[src/verilog/opfc_pkg.sv]
/*
 * Package for the output-processing and flag-control block: constants, types.
 * Assumes a single 250 MHz system clock and a minute-of-day counter supplied outside.
 */
package opfc_pkg;

  // ********************************************************************
  // Timing
  // ********************************************************************
  localparam int CLK_MHZ          = 250;
  localparam int SLOW_INTEG_NS    = 16670000;
  localparam int FAST_INTEG_NS    = 250000;
  localparam int SLOW_INTEG_CYC   = (SLOW_INTEG_NS / 1000) * CLK_MHZ;
  localparam int FAST_INTEG_CYC   = (FAST_INTEG_NS / 1000) * CLK_MHZ;
  localparam int MIN_PER_DAY      = 1440;

  // ********************************************************************
  // Codes and flags
  // ********************************************************************
  localparam logic [4:0] RANGE_SLOW_LO = 5'h01;
  localparam logic [4:0] RANGE_SLOW_HI = 5'h08;
  localparam logic [4:0] RANGE_FAST_LO = 5'h0b;
  localparam logic [4:0] RANGE_FAST_HI = 5'h12;
  localparam logic [6:0] CMD_SET_LO    = 7'h0a;
  localparam logic [6:0] CMD_SET_HI    = 7'h13;
  localparam logic [6:0] CMD_CLR_LO    = 7'h14;
  localparam logic [6:0] CMD_CLR_HI    = 7'h1d;
  localparam int         NUM_FLAGS     = 10;
  localparam int         FLAG_OUT      = 0;
  localparam int         FLAG_INHIBIT  = 9;
  localparam logic [9:0] FLAGS_RST     = 10'h000;

  // Sentinels
  localparam logic [31:0] OVR_SENTINEL  = 32'h80000000;
  localparam logic [31:0] OVR_LOWRES    = 32'hffffe4a9;
  localparam logic [31:0] OVR_HIGHRES   = 32'hfffe7961;

  // Full-scale spans in microvolts, index 0..7
  localparam logic [31:0] SPAN_UV [8] = '{32'h000005dc, 32'h00001388, 32'h00003a98,
                                          32'h0000c350, 32'h000249f0, 32'h0007a120,
                                          32'h0016e360, 32'h004c4b40};

  typedef enum logic [1:0] {
    OPFC_IDLE  = 2'b00,
    OPFC_DIV   = 2'b01,
    OPFC_WRITE = 2'b11
  } opfc_state_t;

  typedef struct packed {
    logic        valid;
    logic [6:0]  cmd;
    logic        cond;
  } opfc_ctl_t;

  typedef struct packed {
    logic        valid;
    logic [31:0] value;
    logic        to_input;
  } opfc_res_t;

endpackage

[src/verilog/opfc_core.sv]
/*
 * Output processing and flag control: range decode, overrange substitution,
 * averaging accumulator, ten program flags and the time-of-day interval test.
 * Assumes synchronous inputs on sys_clk and one-cycle step strobes from a sequencer.
 */
`timescale 1ns/1ps

// Summary of operation
// - Range code selects span and integration time
// - Sixteen codes, slow and fast, map to eight ascending full-scale spans
// - Overranged input stored as largest negative
// - Overrange output reads -6999 or -99999
// - Intermediate step counts and accumulates input
// - Final average divides, stores, clears sum
// - Sampling only on output step execution
// - Final processing only while output flag high
// - Ten flags: output, user, inhibit
// - Table start clears flags zero and nine
// - User flags hold until step or toggle
// - False test drives flag zero/nine low
// - False test leaves user flags unchanged
// - Inhibit flag blocks all intermediate accumulation
// - Interval test true at offset within period
// - Interval restarts midnight; short last interval
// - Command ten with true test sets flag
// - Manual toggles of user flags accepted
// - Destination default final, selectable to input
module opfc_core
  import opfc_pkg::*;
#(
  parameter int CNT_W = 16
)
(
  input  wire logic         sys_clk,
  input  wire logic         rst_n,
  input  wire logic [4:0]   range_code,
  input  wire logic         in_valid,
  input  wire logic [31:0]  in_value,
  input  wire logic         in_overrange,
  input  wire logic         table_start,
  input  wire opfc_ctl_t    ctl,
  input  wire logic         time_test,
  input  wire logic [10:0]  time_offset,
  input  wire logic [10:0]  time_period,
  input  wire logic [10:0]  minute_of_day,
  input  wire logic         toggle_valid,
  input  wire logic [3:0]   toggle_idx,
  input  wire logic         avg_step,
  input  wire logic [31:0]  avg_input,
  input  wire logic         dest_sel_valid,
  input  wire logic         dest_to_input,
  input  wire logic         out_highres,
  output opfc_res_t         result,
  output logic [31:0]       out_format,
  output logic [31:0]       stored_value,
  output logic [31:0]       span_uv,
  output logic              fast_integ,
  output logic [23:0]       integ_cycles,
  output logic              range_bad,
  output logic [9:0]        flags,
  output logic              time_hit
);

  // ********************************************************************
  // Elaboration checks
  // ********************************************************************
  if (CNT_W < 2 || CNT_W > 32)
  begin : g_cnt_w_bad
    $error("CNT_W out of range");
  end

  if (SLOW_INTEG_CYC < 1 || SLOW_INTEG_CYC > 32'h00ffffff)
  begin : g_slow_bad
    $error("Slow integration count does not fit 24 bits");
  end

  if (FAST_INTEG_CYC < 1 || FAST_INTEG_CYC > 32'h00ffffff)
  begin : g_fast_bad
    $error("Fast integration count does not fit 24 bits");
  end

  if (NUM_FLAGS != 10 || FLAG_OUT != 0 || FLAG_INHIBIT != NUM_FLAGS - 1)
  begin : g_flag_bad
    $error("Flag layout differs from the ten-flag register");
  end

  if (MIN_PER_DAY > 32'h000007ff)
  begin : g_day_bad
    $error("Minute of day does not fit 11 bits");
  end

  for (genvar g = 1; g < 8; g++)
  begin : g_span_order
    if (SPAN_UV[g] <= SPAN_UV[g - 1])
    begin : g_span_bad
      $error("Span table is not ascending");
    end
  end

  // ********************************************************************
  // Range decode and overrange
  // ********************************************************************
  logic [31:0] span_d;
  logic [31:0] span_q;
  logic [31:0] stored_d;
  logic [31:0] stored_q;
  logic        fast_d;
  logic        fast_q;
  logic        bad_d;
  logic        bad_q;
  logic [23:0] integ_d;
  logic [23:0] integ_q;
  logic [2:0]  ridx;

  always_comb
  begin
    span_d   = span_q;
    fast_d   = fast_q;
    integ_d  = integ_q;
    bad_d    = 1'b0;
    stored_d = stored_q;
    ridx     = 3'h0;
    if (range_code >= RANGE_SLOW_LO && range_code <= RANGE_SLOW_HI)
    begin
      ridx    = 3'(range_code - RANGE_SLOW_LO);
      span_d  = SPAN_UV[ridx];
      fast_d  = 1'b0;
      integ_d = 24'(SLOW_INTEG_CYC);
    end
    else if (range_code >= RANGE_FAST_LO && range_code <= RANGE_FAST_HI)
    begin
      ridx    = 3'(range_code - RANGE_FAST_LO);
      span_d  = SPAN_UV[ridx];
      fast_d  = 1'b1;
      integ_d = 24'(FAST_INTEG_CYC);
    end
    else
      bad_d = 1'b1;
    if (in_valid)
      stored_d = in_overrange ? OVR_SENTINEL : in_value;
  end

  always_ff @(posedge sys_clk)
  begin
    if (!rst_n)
    begin
      span_q   <= 32'h00000000;
      fast_q   <= 1'b0;
      integ_q  <= 24'h000000;
      bad_q    <= 1'b0;
      stored_q <= 32'h00000000;
    end
    else
    begin
      span_q   <= span_d;
      fast_q   <= fast_d;
      integ_q  <= integ_d;
      bad_q    <= bad_d;
      stored_q <= stored_d;
    end
  end

  // ********************************************************************
  // Interval test
  // ********************************************************************
  logic        hit_d;
  logic        hit_q;
  logic        day_ok;
  logic [10:0] phase;

  always_comb
  begin
    phase  = 11'h000;
    day_ok = (minute_of_day < 11'(MIN_PER_DAY));
    if (time_period != 11'h000)
      phase = minute_of_day % time_period;
    hit_d = day_ok && (time_period != 11'h000) && (phase == time_offset);
  end

  always_ff @(posedge sys_clk)
  begin
    if (!rst_n)
      hit_q <= 1'b0;
    else
      hit_q <= hit_d;
  end

  // ********************************************************************
  // Flags
  // ********************************************************************
  logic [9:0] flags_d;
  logic [9:0] flags_q;
  logic       cond;
  logic [3:0] fidx;

  function automatic logic in_rng(input logic [6:0] c, input logic [6:0] lo,
                                  input logic [6:0] hi);
    in_rng = (c >= lo) && (c <= hi);
  endfunction

  function automatic logic auto_clr(input logic [3:0] idx);
    auto_clr = (idx == 4'(FLAG_OUT)) || (idx == 4'(FLAG_INHIBIT));
  endfunction

  always_comb
  begin
    flags_d = flags_q;
    fidx    = 4'h0;
    cond    = time_test ? hit_d : ctl.cond;
    if (table_start)
    begin
      flags_d[FLAG_OUT]     = 1'b0;
      flags_d[FLAG_INHIBIT] = 1'b0;
    end
    else if (ctl.valid && in_rng(ctl.cmd, CMD_SET_LO, CMD_SET_HI))
    begin
      fidx = 4'(ctl.cmd - CMD_SET_LO);
      if (cond)
        flags_d[fidx] = 1'b1;
      else if (auto_clr(fidx))
        flags_d[fidx] = 1'b0;
    end
    else if (ctl.valid && in_rng(ctl.cmd, CMD_CLR_LO, CMD_CLR_HI))
    begin
      fidx = 4'(ctl.cmd - CMD_CLR_LO);
      if (cond)
        flags_d[fidx] = 1'b0;
      else if (auto_clr(fidx))
        flags_d[fidx] = 1'b0;
    end
    else if (toggle_valid && toggle_idx >= 4'h1 && toggle_idx <= 4'h8)
      flags_d[toggle_idx] = ~flags_q[toggle_idx];
  end

  always_ff @(posedge sys_clk)
  begin
    if (!rst_n)
      flags_q <= FLAGS_RST;
    else
      flags_q <= flags_d;
  end

  // ********************************************************************
  // Averaging
  // ********************************************************************
  opfc_state_t      st_d;
  opfc_state_t      st_q;
  logic [31:0]      sum_d;
  logic [31:0]      sum_q;
  logic [31:0]      quo_d;
  logic [31:0]      quo_q;
  logic [CNT_W-1:0] cnt_d;
  logic [CNT_W-1:0] cnt_q;
  logic             dest_d;
  logic             dest_q;
  opfc_res_t        res_d;
  opfc_res_t        res_q;
  logic [31:0]      fmt_d;
  logic [31:0]      fmt_q;

  always_comb
  begin
    st_d   = st_q;
    sum_d  = sum_q;
    cnt_d  = cnt_q;
    quo_d  = quo_q;
    dest_d = dest_q;
    res_d  = '0;
    fmt_d  = fmt_q;
    if (dest_sel_valid)
      dest_d = dest_to_input;
    case (st_q)
      OPFC_IDLE:
      begin
        if (avg_step)
        begin
          if (!flags_q[FLAG_INHIBIT])
          begin
            cnt_d = cnt_q + 1'b1;
            sum_d = sum_q + avg_input;
          end
          if (flags_q[FLAG_OUT])
            st_d = OPFC_DIV;
        end
      end
      OPFC_DIV:
      begin
        quo_d = (cnt_q == '0) ? 32'h00000000 : sum_q / 32'(cnt_q);
        st_d  = OPFC_WRITE;
      end
      OPFC_WRITE:
      begin
        res_d.valid    = 1'b1;
        res_d.value    = quo_q;
        res_d.to_input = dest_q;
        if (quo_q == OVR_SENTINEL)
          fmt_d = out_highres ? OVR_HIGHRES : OVR_LOWRES;
        else
          fmt_d = quo_q;
        sum_d = 32'h00000000;
        cnt_d = '0;
        st_d  = OPFC_IDLE;
      end
      default:
        st_d = OPFC_IDLE;
    endcase
  end

  always_ff @(posedge sys_clk)
  begin
    if (!rst_n)
    begin
      st_q   <= OPFC_IDLE;
      sum_q  <= 32'h00000000;
      cnt_q  <= '0;
      quo_q  <= 32'h00000000;
      dest_q <= 1'b0;
      res_q  <= '0;
      fmt_q  <= 32'h00000000;
    end
    else
    begin
      st_q   <= st_d;
      sum_q  <= sum_d;
      cnt_q  <= cnt_d;
      quo_q  <= quo_d;
      dest_q <= dest_d;
      res_q  <= res_d;
      fmt_q  <= fmt_d;
    end
  end

  // ********************************************************************
  // Outputs
  // ********************************************************************
  assign result       = res_q;
  assign out_format   = fmt_q;
  assign stored_value = stored_q;
  assign span_uv      = span_q;
  assign fast_integ   = fast_q;
  assign integ_cycles = integ_q;
  assign range_bad    = bad_q;
  assign flags        = flags_q;
  assign time_hit     = hit_q;

endmodule

[config.mk]
export PLATFORM = sky130hd
export DESIGN_NAME = opfc_core
export DESIGN_NICKNAME = d
export VERILOG_FILES = /design/src/verilog/opfc_pkg.sv /design/src/verilog/opfc_core.sv
export SDC_FILE = /design/constraint.sdc
export NUM_CORES = 2
export LEC_CHECK = 0
export ABC_AREA = 1
export BUFFER_PORTS_ARGS = -buffer_cell sky130_fd_sc_hd__buf_2
export CAP_MARGIN = 20
export CORE_UTILIZATION = 54
export CTS_CLUSTER_DIAMETER = 60
export DETAILED_ROUTE_END_ITERATION = 8
export PLACE_DENSITY = 0.73
export SYNTH_ARGS = -nofsm -noshare
export SYNTH_HDL_FRONTEND = slang
export SYNTH_SLANG_ARGS = --single-unit
[constraint.sdc]
create_clock -name sys_clk -period 103.6 [get_ports sys_clk]
set_input_delay 5.18 -clock sys_clk [delete_from_list [all_inputs] [get_ports sys_clk]]
set_output_delay 5.18 -clock sys_clk [all_outputs]
set_load 0.1 [all_outputs]
==> impl_results.md <==
* Result of the run: finished, final reports clean
* Hold Path Class: reg -> reg
* Slowest stage cell, crit path: nor2_2
* First-pass GRT wire length at 179000 um
* Share of the synthesized area in the top cell type at 0.172
* Final wirelength at 112000 um
* DIE AREA at 69700 um^2
* Initial antenna violation count at 13
* Antenna viol nets, final at 0
* Fillers at 6814
* Layout cells sized above 1 at 0.112
* Fin crit share at 0.841
* Final Setup Violations at 0
* Total grt overflow at 0
* Io pins at 293
* CTS H-tree lvls at 1
* Max-slew violation count at 0
* CTS tree: built
* Post-DP HPWL at 87600 um
* Total GRT Usage at 0.310
* Max-cap viol count at 0
* Count of input and output buffers at 273
* Area contributors post-synth: ha_1 (17%), nand2_1 (14%), dfxtp_1 (12%), inv_1 (8.0%), a21oi_1 (6.7%)
* Largest net degree at the start of global routing at 70
* TritonRoute pass-1 iters at 5
* Clk slew on worst S/H paths at 0.06 ns
* Clk sink count at 213
* Arrival @ worst endpoint at 87.60 ns
* TNS Setup at 0 ns
* Synth Instances at 5994
* Setup CP Type: reg -> reg
* Mapped Avg Cell Area at 6.18 um^2
* Slew HR at 0.340
* Initial core utilization at 0.549
* Skew final at 0.0157 ns
* CTS buffer count at 26
* Clock Latency Late Sink at 0.57 ns
* NumNets Final at 6787
* Yosys cell types at 80
* Count of final hold-check violations at 0
* RSZ-0062 raised after global routing: false
* CP max FO at 47
* Mapped cell area at 37000 um^2
* Critical Path Sink Type: register
* Slew @ Worst Pin at 0.965 ns
* Top FF cell, synth: dfxtp_1
* Worst EP required at 104.02 ns
* Number of DRC markers in iteration 0 at 2486
* Wirelength per Cell at 15.9 um
* Layout area overhead at 7.01%
* Residual DRC at 0
* Fmax at 11.5 MHz
* Total number of vias at 38893
* Critical path startpoint category: register
* Async SR Flop Fraction at 0
* Post-synthesis sequential area ratio at 0.115
* Post-CTS setup buffer count at 0
* Root Driver: clkbuf_16
* RD Place Congestion at 1.00
* Die Ht at 264 um
* Core area at 67500 um^2
* Synthesized flop and latch total at 213
* Die width at 264 um
* CTS resizes at 0
* Post-synth EDFFs at 0
* Warnings from Yosys at 0
* CTS Hold Bufs at 0
* Post-detailed-route via-to-cell ratio at 5.52
* Slowest stage delay, CP at 0.69 ns
* Synth area leader: ha_1
* Rows at 95
* Most used cell, CP: nand2_1
* Clk buf depth at 3
* Min Tclk post-route at 87.18 ns
* Vias in the first global route at 35991
[flip-flops by register name, indices dropped and copies added, names as in the netlist, named ones only]
| signal | flops |
|---|---|
| span_uv | 17 |
| result | 34 |
| range_bad | 1 |
| cnt_q | 16 |
| stored_value | 32 |
| st_q | 2 |
| out_format | 32 |
| time_hit | 1 |
| dest_q | 1 |
| sum_q | 32 |
| integ_cycles | 3 |
| quo_q | 32 |
[cells in the final DEF, fill, tap and decap left out, types with 11 or more instances in the layout]
| master | n |
|---|---|
| o21ai_0 | 492 |
| nand2_1 | 1411 |
| xor2_1 | 214 |
| nor2_4 | 25 |
| o211ai_1 | 11 |
| clkinv_1 | 14 |
| o21bai_1 | 41 |
| ha_1 | 510 |
| nor4_1 | 14 |
| o221ai_1 | 12 |
| o21ai_1 | 30 |
| nand4_1 | 106 |
| a211oi_1 | 22 |
| or2_2 | 50 |
| clkbuf_16 | 26 |
| inv_1 | 790 |
| inv_2 | 29 |
| nor2_2 | 24 |
| diode_2 | 13 |
| a21oi_1 | 498 |
| nand2_4 | 20 |
| xnor2_1 | 123 |
| buf_4 | 35 |
| nand3_2 | 55 |
| a31oi_1 | 37 |
| conb_1 | 19 |
| nor3_1 | 58 |
| nand2_2 | 79 |
| dfxtp_1 | 213 |
| nor2_1 | 403 |
| o31ai_1 | 29 |
| nand3_1 | 311 |
| nand3b_1 | 18 |
| a21o_1 | 34 |
| buf_2 | 273 |
[layer usage]
layer	GRT usage	up-vias	routed length, um
li1	-	20129	-
met1	0.380	17413	47900
met2	0.547	1066	53300
met3	0.0211	285	5220
met4	0.151	0	5400
met5	0	-	0
[final timing paths]
path,endpoint,start,slack [ns],cells after the start
setup reg to reg,quo_q[0]$_SDFFE_PN0P_,cnt_q[13]$_SDFFE_PN0P_,16.42,574
hold / removal,result[0]$_SDFF_PN0_,dest_q$_SDFFE_PN0P_,0.45,2
setup / recovery,quo_q[0]$_SDFFE_PN0P_,cnt_q[13]$_SDFFE_PN0P_,16.42,574
hold reg to reg,result[0]$_SDFF_PN0_,dest_q$_SDFFE_PN0P_,0.45,2
[cells in the mapped netlist, drive strengths merged, types with 44 or more instances]
cell type,instances
dfxtp,213
xor2,214
nor2,457
nand4,107
or2,54
nand2,1511
o21ai,529
nor3,60
buf,69
nand3,375
clkbuf,130
inv,821
o21bai,44
a21oi,507
ha,510
xnor2,123
[metrics by stage]
step / hold WS (ns) / cell area, um^2 / util / setup WS [ns] / cells
after floorplan: 0.417 / 37100 / - / 25.11 / 6012
after global placement: 0.428 / 38700 / 0.574 / 20.68 / 6994
after detailed placement: 0.439 / 38700 / 0.574 / 17.73 / 6994
after CTS: 0.451 / 39600 / 0.587 / 17.45 / 7039
after global routing: 0.475 / 39600 / 0.587 / 5.43 / 7052
final: 0.447 / 39600 / 0.587 / 16.42 / 7052
[kinds of logic after synthesis]
kind of cell               synth area share
other                              0.000101
and+or+nand+nor                       0.326
xor gates and xnor gates             0.0797
DFF                                   0.115
adders and majority gates             0.173
AOI/OAI and AO/OA                     0.191
buffers and inverters                 0.115
[layout make-up]
| class | count | area, um^2 | share of cell area |
|---|---|---|---|
| Multi-Input combinational cell | 4762 | 28600 | 0.721 |
| Clock inverter | 13 | 170 | 0.00429 |
| Inverter | 838 | 3160 | 0.0796 |
| Clock buffer | 32 | 713 | 0.0180 |
| Antenna cell | 13 | 32.5 | 0.000821 |
| Timing Repair Buffer | 308 | 1630 | 0.0411 |
| Sequential cell | 213 | 4260 | 0.108 |
| Tap cell | 873 | 1090 | 0.0276 |
[critical path: cells and delay by family (launching register included)]
| kind | cells | cell delay, ns |
|---|---|---|
| DFF | 1 | 0.33 |
| buffers and inverters | 119 | 13.71 |
| adders and majority gates | 31 | 10.07 |
| xor gates and xnor gates | 3 | 0.53 |
| AOI/OAI and AO/OA | 190 | 34.10 |
| and+or+nand+nor | 231 | 28.18 |
Power is not shown: default switching activity piles up to over one toggle a cycle in this logic, so the estimate is an artifact.
